File: src/inc/tqd_pkg.sv
// tqd_pkg: constants and carriers of the quadrature decode and irq block
// assumes one 10 MHz clock and a plain register port with one-cycle strobes
// Notes on behaviour
// - mode 2 counts on the qualifying a edge: up if b high, down if low.
// - mode 3: a fall with b high counts up, b fall with a high down.
// - mode 4: b edges count by level of a; a edges ignored.
// - full variant: compare, overflow, underflow sources; reduced: compare, overflow only.
// - each source has its own status flag and its own enable bit.
// - an event sets its flag; request stands while flag and enable are 1.
// - clearing the flag to 0 withdraws the request; no other acknowledge.
// - fixed priority: compare a to d, overflow, underflow; channel 0 first.
// - compare requests: eight in full variant, four in reduced variant.
// - overflow requests, one per channel: three full, two reduced.
// - underflow requests only in full variant, channels 1 and 2.
// - only the eight compare sources may start the transfer controller; full variant only, as the reduced variant never requests a transfer.
// - compare a event with converter trigger enabled sends a conversion start.
// - conversion starts come only from compare a, one per channel.
// - phase counting on channels 1 and 2 only, from their phase pins; full variant only, as the reduced variant ignores mode writes.
// - overflow counting up sets overflow flag; underflow counting down sets underflow.
// - software clears a flag by writing 0 after reading 1; transfer clears it too.
package tqd_pkg;
    localparam int CNT_W = 16;
    localparam int NSRC = 13;
    localparam int NCMP = 8;
    // register byte offsets
    localparam logic [7:0] OFS_MODE = 8'h00;
    localparam logic [7:0] OFS_IRQ_EN = 8'h04;
    localparam logic [7:0] OFS_STATUS = 8'h08;
    localparam logic [7:0] OFS_CNT1 = 8'h0c;
    localparam logic [7:0] OFS_CNT2 = 8'h10;
    localparam logic [7:0] OFS_ADC_EN = 8'h14;
    localparam logic [7:0] OFS_PEND = 8'h18;
    // reset values
    localparam logic [3:0] RST_MODE = 4'h0;
    localparam logic [12:0] RST_IRQ_EN = 13'h0000;
    localparam logic [12:0] RST_STATUS = 13'h0000;
    localparam logic [15:0] RST_CNT = 16'h0000;
    localparam logic [2:0] RST_ADC_EN = 3'h0;
    // field positions in the mode register
    localparam int POS_MODE1 = 0;
    localparam int POS_MODE2 = 2;
    localparam int POS_DIR1 = 4;
    localparam int POS_DIR2 = 5;
    // source positions in status, enable and request vectors, priority order
    localparam int POS_C0OV = 4;
    localparam int POS_C1A = 5;
    localparam int POS_C1OV = 7;
    localparam int POS_C1UN = 8;
    localparam int POS_C2A = 9;
    localparam int POS_C2OV = 11;
    localparam int POS_C2UN = 12;
    localparam logic [12:0] CMP_MASK = 13'h066f;
    localparam logic [12:0] FULL_ONLY_MASK = 13'h111f;
    localparam logic [12:0] ALL_MASK = 13'h1fff;
    typedef enum logic [1:0] {
        TQD_OFF = 2'h0,
        TQD_PC2 = 2'h1,
        TQD_PC3 = 2'h2,
        TQD_PC4 = 2'h3
    } tqd_mode_e;
    typedef struct packed {
        logic [7:0] addr;
        logic [31:0] wdata;
        logic wr;
        logic rd;
    } tqd_bus_s;
    // events from the compare logic of the timer: ch0 a-d, ch1 a-b, ch2 a-b
    typedef struct packed {
        logic [7:0] cmp;
        logic ch0_ovf;
    } tqd_evt_s;
endpackage

File: src/logic/tqd_phase_chan.sv
// tqd_phase_chan: two-phase decoder and 16-bit up/down counter of one channel
// assumes phase pins already synchronous to clk and rst_b already synchronised
`timescale 1ns/10ps
module tqd_phase_chan #(
    parameter int CNT_W = tqd_pkg::CNT_W
) (
    input wire logic clk,
    input wire logic rst_b,
    input wire tqd_pkg::tqd_mode_e mode,
    input wire logic phase_a,
    input wire logic phase_b,
    input wire logic load,
    input wire logic [CNT_W-1:0] load_val,
    output logic [CNT_W-1:0] count_ff,
    output logic dir_ff,
    output logic ovf,
    output logic unf
);
    logic a_ff;
    logic b_ff;
    logic up;
    logic dn;
    logic a_fall;
    logic b_fall;
    logic b_rise;

    // ==========================================
    // edge detection
    always_ff @(posedge clk or negedge rst_b) begin
        if (!rst_b) begin
            a_ff <= 1'b0;
            b_ff <= 1'b0;
        end else begin
            a_ff <= phase_a;
            b_ff <= phase_b;
        end
    end

    assign a_fall = a_ff & ~phase_a;
    assign b_fall = b_ff & ~phase_b;
    assign b_rise = ~b_ff & phase_b;

    // ==========================================
    // count conditions per mode
    always_comb begin
        up = 1'b0;
        dn = 1'b0;
        case (mode)
            tqd_pkg::TQD_PC2: begin
                up = a_fall & phase_b;
                dn = a_fall & ~phase_b;
            end
            tqd_pkg::TQD_PC3: begin
                up = a_fall & phase_b;
                dn = b_fall & phase_a;
            end
            tqd_pkg::TQD_PC4: begin
                up = (b_rise & phase_a) | (b_fall & ~phase_a);
                dn = (b_fall & phase_a) | (b_rise & ~phase_a);
            end
            default: begin
                up = 1'b0;
                dn = 1'b0;
            end
        endcase
    end

    // a counter write wins over a count in the same cycle
    assign ovf = up & ~load & (count_ff == {CNT_W{1'b1}});
    assign unf = dn & ~load & (count_ff == {CNT_W{1'b0}});

    // ==========================================
    // counter
    always_ff @(posedge clk or negedge rst_b) begin
        if (!rst_b) begin
            count_ff <= CNT_W'(tqd_pkg::RST_CNT);
        end else if (load) begin
            count_ff <= load_val;
        end else if (up) begin
            count_ff <= count_ff + CNT_W'(1);
        end else if (dn) begin
            count_ff <= count_ff - CNT_W'(1);
        end
    end

    always_ff @(posedge clk or negedge rst_b) begin
        if (!rst_b) begin
            dir_ff <= 1'b0;
        end else if (up | dn) begin
            dir_ff <= up;
        end
    end
endmodule

File: src/logic/tqd_top.sv
// tqd_top: phase counting on channels 1 and 2, status flags, interrupt,
// transfer controller and converter start requests of the three-channel timer
// assumes compare events arrive as one-cycle pulses from the timer core
//
// Design decisions made here: the strobed register port and the placing of the registers.
`timescale 1ns/10ps
module tqd_top #(
    parameter bit FULL_VARIANT = 1'b1,
    parameter int CNT_W = tqd_pkg::CNT_W
) (
    input wire logic clk,
    input wire logic rst_b,
    input wire tqd_pkg::tqd_bus_s bus,
    output logic [31:0] rdata_ff,
    input wire logic ch1_phase_a_in,
    input wire logic ch1_phase_b_in,
    input wire logic ch2_phase_a_in,
    input wire logic ch2_phase_b_in,
    input wire tqd_pkg::tqd_evt_s evt,
    input wire logic [tqd_pkg::NCMP-1:0] dtc_ack,
    output logic [tqd_pkg::NSRC-1:0] irq_ff,
    output logic irq_any_ff,
    output logic [3:0] irq_top_id_ff,
    output logic [tqd_pkg::NCMP-1:0] dtc_req_ff,
    output logic [2:0] adc_start_ff
);
    if (CNT_W != 16) begin : g_chk
        $error("tqd_top: counter width must be 16");
    end

    localparam logic [12:0] VALID =
        FULL_VARIANT ? tqd_pkg::ALL_MASK : (tqd_pkg::ALL_MASK & ~tqd_pkg::FULL_ONLY_MASK);

    logic srst_a_ff;
    logic srst_b_ff;
    logic [3:0] mode_ff;
    logic [12:0] irq_en_ff;
    logic [12:0] status_ff;
    logic [12:0] seen_ff;
    logic [2:0] adc_en_ff;
    logic [12:0] set_vec;
    logic [12:0] ack_vec;
    logic [12:0] clr_vec;
    logic [12:0] nxt_status;
    logic [12:0] pend;
    logic [3:0] nxt_top_id;
    logic [31:0] nxt_rdata;
    logic [2:0] nxt_adc;
    logic wr_mode;
    logic wr_en;
    logic wr_stat;
    logic wr_cnt1;
    logic wr_cnt2;
    logic wr_adc;
    logic rd_stat;
    logic [CNT_W-1:0] cnt1;
    logic [CNT_W-1:0] cnt2;
    logic dir1;
    logic dir2;
    logic ovf1;
    logic ovf2;
    logic unf1;
    logic unf2;
    tqd_pkg::tqd_mode_e mode1;
    tqd_pkg::tqd_mode_e mode2;

    // ==========================================
    // reset release
    always_ff @(posedge clk or negedge rst_b) begin
        if (!rst_b) begin
            srst_a_ff <= 1'b0;
            srst_b_ff <= 1'b0;
        end else begin
            srst_a_ff <= 1'b1;
            srst_b_ff <= srst_a_ff;
        end
    end

    // ==========================================
    // address decode
    always_comb begin
        wr_mode = 1'b0;
        wr_en = 1'b0;
        wr_stat = 1'b0;
        wr_cnt1 = 1'b0;
        wr_cnt2 = 1'b0;
        wr_adc = 1'b0;
        if (!bus.wr) begin
            wr_mode = 1'b0;
        end else if (bus.addr == tqd_pkg::OFS_MODE) begin
            wr_mode = 1'b1;
        end else if (bus.addr == tqd_pkg::OFS_IRQ_EN) begin
            wr_en = 1'b1;
        end else if (bus.addr == tqd_pkg::OFS_STATUS) begin
            wr_stat = 1'b1;
        end else if (bus.addr == tqd_pkg::OFS_CNT1) begin
            wr_cnt1 = 1'b1;
        end else if (bus.addr == tqd_pkg::OFS_CNT2) begin
            wr_cnt2 = 1'b1;
        end else if (bus.addr == tqd_pkg::OFS_ADC_EN) begin
            wr_adc = 1'b1;
        end
    end

    assign rd_stat = bus.rd && (bus.addr == tqd_pkg::OFS_STATUS);

    // ==========================================
    // control registers
    always_ff @(posedge clk or negedge srst_b_ff) begin
        if (!srst_b_ff) begin
            mode_ff <= tqd_pkg::RST_MODE;
        end else if (wr_mode && FULL_VARIANT) begin
            mode_ff <= bus.wdata[3:0];
        end
    end

    always_ff @(posedge clk or negedge srst_b_ff) begin
        if (!srst_b_ff) begin
            irq_en_ff <= tqd_pkg::RST_IRQ_EN;
        end else if (wr_en) begin
            irq_en_ff <= bus.wdata[12:0] & VALID;
        end
    end

    always_ff @(posedge clk or negedge srst_b_ff) begin
        if (!srst_b_ff) begin
            adc_en_ff <= tqd_pkg::RST_ADC_EN;
        end else if (wr_adc) begin
            adc_en_ff <= bus.wdata[2:0] & {2'h3, FULL_VARIANT};
        end
    end

    assign mode1 = tqd_pkg::tqd_mode_e'(mode_ff[tqd_pkg::POS_MODE1 +: 2]);
    assign mode2 = tqd_pkg::tqd_mode_e'(mode_ff[tqd_pkg::POS_MODE2 +: 2]);

    // ==========================================
    // phase counters of channels 1 and 2
    tqd_phase_chan #(.CNT_W(CNT_W)) u_ch1 (
        .clk(clk),
        .rst_b(srst_b_ff),
        .mode(mode1),
        .phase_a(ch1_phase_a_in),
        .phase_b(ch1_phase_b_in),
        .load(wr_cnt1),
        .load_val(bus.wdata[CNT_W-1:0]),
        .count_ff(cnt1),
        .dir_ff(dir1),
        .ovf(ovf1),
        .unf(unf1)
    );

    tqd_phase_chan #(.CNT_W(CNT_W)) u_ch2 (
        .clk(clk),
        .rst_b(srst_b_ff),
        .mode(mode2),
        .phase_a(ch2_phase_a_in),
        .phase_b(ch2_phase_b_in),
        .load(wr_cnt2),
        .load_val(bus.wdata[CNT_W-1:0]),
        .count_ff(cnt2),
        .dir_ff(dir2),
        .ovf(ovf2),
        .unf(unf2)
    );

    // ==========================================
    // status flags
    // source order is the fixed priority order, channel 0 first
    assign set_vec = {unf2, ovf2, evt.cmp[7:6], unf1, ovf1, evt.cmp[5:4],
        evt.ch0_ovf, evt.cmp[3:0]} & VALID;
    // the transfer controller only ever serves compare sources
    assign ack_vec = FULL_VARIANT ? ({2'h0, dtc_ack[7:6], 2'h0, dtc_ack[5:4],
        1'b0, dtc_ack[3:0]} & tqd_pkg::CMP_MASK) : 13'h0000;
    // a 0 written clears only a flag that was read as 1
    assign clr_vec = wr_stat ? (seen_ff & ~bus.wdata[12:0]) : 13'h0000;
    // a new event wins over a clear in the same cycle
    assign nxt_status = (status_ff & ~clr_vec & ~ack_vec) | set_vec;

    always_ff @(posedge clk or negedge srst_b_ff) begin
        if (!srst_b_ff) begin
            status_ff <= tqd_pkg::RST_STATUS;
        end else begin
            status_ff <= nxt_status;
        end
    end

    always_ff @(posedge clk or negedge srst_b_ff) begin
        if (!srst_b_ff) begin
            seen_ff <= tqd_pkg::RST_STATUS;
        end else if (rd_stat) begin
            seen_ff <= (seen_ff | status_ff) & nxt_status;
        end else if (wr_stat) begin
            seen_ff <= seen_ff & bus.wdata[12:0] & nxt_status;
        end else begin
            // a flag cleared by the transfer controller must be read again
            seen_ff <= seen_ff & nxt_status;
        end
    end

    // ==========================================
    // request outputs
    assign pend = status_ff & irq_en_ff;

    always_comb begin
        nxt_top_id = 4'hf;
        for (int i = tqd_pkg::NSRC - 1; i >= 0; i--) begin
            if (pend[i]) begin
                nxt_top_id = 4'(i);
            end
        end
    end

    always_ff @(posedge clk or negedge srst_b_ff) begin
        if (!srst_b_ff) begin
            irq_ff <= 13'h0000;
            irq_any_ff <= 1'b0;
            irq_top_id_ff <= 4'hf;
        end else begin
            irq_ff <= pend;
            irq_any_ff <= |pend;
            irq_top_id_ff <= nxt_top_id;
        end
    end

    always_ff @(posedge clk or negedge srst_b_ff) begin
        if (!srst_b_ff) begin
            dtc_req_ff <= 8'h00;
        end else if (FULL_VARIANT) begin
            dtc_req_ff <= {pend[10:9], pend[6:5], pend[3:0]};
        end else begin
            dtc_req_ff <= 8'h00;
        end
    end

    // conversion start pulse on each compare a event of an enabled channel
    assign nxt_adc = {set_vec[tqd_pkg::POS_C2A], set_vec[tqd_pkg::POS_C1A],
        set_vec[0]} & adc_en_ff;

    always_ff @(posedge clk or negedge srst_b_ff) begin
        if (!srst_b_ff) begin
            adc_start_ff <= 3'h0;
        end else begin
            adc_start_ff <= nxt_adc;
        end
    end

    // ==========================================
    // read data
    always_comb begin
        nxt_rdata = 32'h0000_0000;
        if (!bus.rd) begin
            nxt_rdata = 32'h0000_0000;
        end else if (bus.addr == tqd_pkg::OFS_MODE) begin
            nxt_rdata = {26'h0, dir2, dir1, mode_ff};
        end else if (bus.addr == tqd_pkg::OFS_IRQ_EN) begin
            nxt_rdata = {19'h0, irq_en_ff};
        end else if (bus.addr == tqd_pkg::OFS_STATUS) begin
            nxt_rdata = {19'h0, status_ff};
        end else if (bus.addr == tqd_pkg::OFS_CNT1) begin
            nxt_rdata = {16'h0, cnt1};
        end else if (bus.addr == tqd_pkg::OFS_CNT2) begin
            nxt_rdata = {16'h0, cnt2};
        end else if (bus.addr == tqd_pkg::OFS_ADC_EN) begin
            nxt_rdata = {29'h0, adc_en_ff};
        end else if (bus.addr == tqd_pkg::OFS_PEND) begin
            nxt_rdata = {19'h0, pend};
        end
    end

    always_ff @(posedge clk or negedge srst_b_ff) begin
        if (!srst_b_ff) begin
            rdata_ff <= 32'h0000_0000;
        end else begin
            rdata_ff <= nxt_rdata;
        end
    end
endmodule

File: config.mk
export PLATFORM = sky130hd
export DESIGN_NAME = tqd_top
export DESIGN_NICKNAME = d
export VERILOG_FILES = /design/src/inc/tqd_pkg.sv /design/src/logic/tqd_phase_chan.sv /design/src/logic/tqd_top.sv
export SDC_FILE = /design/constraint.sdc
export NUM_CORES = 1
export LEC_CHECK = 0
export ABC_AREA = 1
export CORE_AREA = 2 2 150 182
export CTS_BUF_LIST = sky130_fd_sc_hd__clkbuf_4 sky130_fd_sc_hd__clkbuf_8
export DETAILED_ROUTE_END_ITERATION = 12
export DIE_AREA = 0 0 152 184
export DONT_BUFFER_PORTS = 1
export GPL_TIMING_DRIVEN = 0
export PLACE_DENSITY_LB_ADDON = 0.15
export SYNTH_ARGS = -nofsm -noshare
export SYNTH_HDL_FRONTEND = slang
export SYNTH_SLANG_ARGS = --single-unit
File: constraint.sdc
create_clock -name clk -period 4.65 [get_ports clk]
set_input_delay 0.6975 -clock clk [delete_from_list [all_inputs] [get_ports clk]]
set_output_delay 0.6975 -clock clk [all_outputs]
set_load 0.005 [all_outputs]
==> results <==
- The mean number of vias per cell is 4.89.
- Based on the critical path, the design can be clocked at up to 291 MHz.
- The compound-cell area share of the yosys netlist is roughly 14%.
- The fraction of synthesized cell area taken by the top area cell type is between 30 and 40%.
- The clock transition at the register clock pins on the worst setup and hold paths after CTS is 0.09 ns.
- The post-synthesis cell area is between 7000 and 8000 sq um.
- Max-cap violations in this run came to 0.
- The initial standard-cell utilization of the core is 29.7%.
- The kind of critical path is register to register.
- The instance count of the mapped netlist is 1043.
- By area, the combinational part of the netlist is dominated by simple AND/OR/NAND/NOR gates.
- The die covers ~28000 sq um.
- The worst hold slack across all endpoints is 0.260 ns.
- Of all nets on the critical path, the largest fanout is 21.
- After detailed routing, the average wire length per cell comes to roughly 18 um.
- The count of buffers added by post-CTS timing repair for setup is 0.
- The H-tree depth is 4.
- Each instance of the synthesized netlist takes up on average 7.43 sq um.
- For this design the static power due to leakage is 0.00465 uW.
- In the layout the commonest cells are nand2_1 (277), inv_1 (141), dfrtp_1 (118).
- The post-layout minimum cycle time is 3.44 ns.
- The sequential share of the synthesized area is 39.8%.
- The number of buffers inserted by port buffering is 0.
- The post-synthesis cell type with the largest combined area is dfrtp_1.
- The sort of element at the end of the critical path is a register.
- The total number of yosys warnings is 0.
- Summing internal, switching and leakage power gives 2960 uW.
- The antenna diode count is 0.
- The clock tree from TritonCTS is yes.
- The slew at the pin closest to its max-slew limit is 0.989 ns.
- The layout cell share with drive strength beyond 1 is under 10%.
- The area share of xor/xnor cells in the synthesized design is 1.81%.
- The congestion estimate from routability-driven global placement came to 0.868.
- The final worst-path cycle share is 73.9%.
- Counting flops and latches in the post-synthesis netlist gives 123.
- The placement row count is 65.
- Gates resized during post-CTS repair numbered 0.
- The overall die width is 152 um.
- The number of slew-limit violations in the final report is 0.
- The number of distinct library cell variants in the gate-level netlist after synthesis is 44.
- The post-route clock skew is 0.0251 ns.
- The pre-antenna-repair detailed-routing pass consisted of 5 iterations.
- The worst-case IR drop observed on VDD is 0.133 mV.
- The global-route total usage across every layer is 18.6%.
- The clock buffer count from CTS is 17.
- The number of global-route vias before repair is 6874.
- After clock tree synthesis, the flow added hold-fix buffers numbering 1.
- The detailed router finished its first iteration with 363 violations.
- The worst path meets setup with 1.21 ns of slack.
- The number of antenna violations at the first check in global routing is 0.
- After legalization and detailed placement, the total HPWL measured around 20000 um.
- The aggregate global routing overflow is 0.
- The total DRC errors in the routed layout is 0.
- After synthesis, the share of cell area in mux cells is 0%.
- The most frequent standard cell in the layout excluding fill and tap cells is nand2_1.
- The number of nets with antenna violations after routing is 0.
- The die extent in y is 184 um.
- The clock tree buffer depth is 2.
- Setup repair after global routing left no endpoint under its margin.
- The worst hold path belongs to the class primary input to register.
- Data on the critical path is required at its endpoint by 5.02 ns.
- The post-synthesis simple-gate area fraction is 26.5%.
- The number of clock sinks is between 100 and 150.
- The via total after detailed routing is 6984.
- Clock tree synthesis selected as its root buffer the cell clkbuf_8.
- The normalized max-slew margin is 33.9%.
- The total negative slack is 0 ns.
- The wire length of the first global-routing pass is 39700 um.
- Prior to clock tree synthesis, the placed netlist has a worst setup slack of around 1.2 ns.
- After Yosys synthesis, full adders, half adders and majority gates account for under 10% of the synthesized area.
- Ranked by total cell area, the synthesized netlist is headed by dfrtp_1 (38%), nand2_1 (13%), inv_1 (6.8%).
- Pin placement for this block handled ~130 I/O pins.
- The standard cell core area is 26100 sq um.
- For the worst setup path, the data arrival time is 3.81 ns.
- After detailed routing, the total wire length is 25700 um.
- The run finished with clean final reports.
- The layout net count is 1187.
- STA classifies the critical path startpoint as a register.
- Clock latency on the worst-skew pair, taken at its later pin, is ~0.48 ns.
- In this run the power density over the cells is roughly 340 nW/um^2.
- The hold violation count in the final report is 0.
- The maximum number of pins on one net before global-route repair is 48.
- Setup violations remaining at the end of the flow were counted as 0.
- The layout overhead on the synthesized area is 12.3%.
==> worst max-delay path, stage by stage (launching register included) <==
cell,delay (ns)
dfrtp_1,0.42
inv_1,0.09
ha_1,0.30
nand3_1,0.08
nand2_1,0.06
nand2_1,0.71
inv_1,0.26
fa_1,0.46
inv_1,0.12
nand3_1,0.08
nand2_1,0.13
nand4_1,0.10
nand2_1,0.15
nand2_1,0.09
nand2_1,0.07
nand2_1,0.04
nand3_1,0.10
nand3_1,0.07
==> path summary, 6_finish.rpt <==
path                                           end  depth (start not counted)           start  slack (ns)
worst max-delay path            u_ch2.count_ff[12]                         17      mode_ff[2]        1.21
worst min-delay path                    u_ch2.b_ff                          0  ch2_phase_b_in        0.26
worst max register to register  u_ch2.count_ff[12]                         17      mode_ff[2]        1.21
worst min register to register   u_ch2.count_ff[8]                          0       srst_b_ff        0.29
max in group asynchronous         irq_top_id_ff[2]                          1       srst_b_ff        3.66
min in group asynchronous        u_ch2.count_ff[8]                          0       srst_b_ff        0.29
==> cell usage after synthesis (all sizes together) <==
master,number
nand2,283
inv,147
dfrtp,119
o21ai,95
nand3,84
nor2,65
a21oi,61
ha,40
buf,35
nand4,15
xor2,13
a31oi,12
nor3,11
o211ai,10
clkbuf,8
nor4,8
a21o,6
dfstp,4
nand3b,4
a21boi,3
o221ai,3
o22ai,3
xnor2,3
a22oi,2
conb,2
fa,2
a211oi,1
a31o,1
and2,1
and3,1
or2,1
==> sequential cells by signal, summed over array words and instances, names as in the netlist, 3 cells and up <==
name,cells
irq_en_ff,13
seen_ff,13
rdata_ff,16
u_ch2.count_ff,16
dtc_req_ff,7
adc_en_ff,3
status_ff,13
irq_top_id_ff,4
irq_ff,6
u_ch1.count_ff,16
mode_ff,4
adc_start_ff,3
==> power breakdown <==
part | total, uW | internal (uW) | switching [uW] | leakage [uW]
sequential | 1230 | 1140 | 99.0 | 0.00164
clock | 999 | 554 | 445 | 0.000213
combinational | 729 | 272 | 457 | 0.00279
total | 2960 | 1960 | 1000 | 0.00465
==> kinds of logic (layout without fill, tap and decap cells) <==
family	after synthesis	in the layout
DFF	123	123
and+or+nand+nor	473	473
buffers and inverters	190	225
other	2	17
adders and majority gates	42	42
AOI/OAI and AO/OA	197	197
xor gates and xnor gates	16	16
==> per-stage QoR <==
step / std cells / utilization [%] / area, sq um
after detailed placement: 1395 / 31.7 / 8280
after global routing: 1428 / 33.3 / 8700
after CTS: 1428 / 33.3 / 8700
after global placement: 1393 / 31.5 / 8230
final: 1428 / 33.3 / 8700
after floorplan: 1058 / - / 7810
==> final cells by class <==
type / count / area (sq um)
well taps: 335 / 419
fillers: 2845 / 17400
plain buffers: 43 / 284
inverters: 147 / 552
repair buffers: 3 / 65.1
multi-input cells: 745 / 3890
clock buffers: 25 / 319
flip-flops and latches: 123 / 3090
clock inverters: 7 / 87.6
==> routing by layer <==
metal  share of wire [%]  global-route usage (%)  vias to the layer above
met3                 6.8                    5.23                       38
met2                  48                    31.3                      216
li1                    -                       -                     3447
met4                 2.4                    6.65                        0
met5                   0                       0                        -
met1                  43                    22.8                     3283
Note: power is estimated with default switching activity, not from simulation.
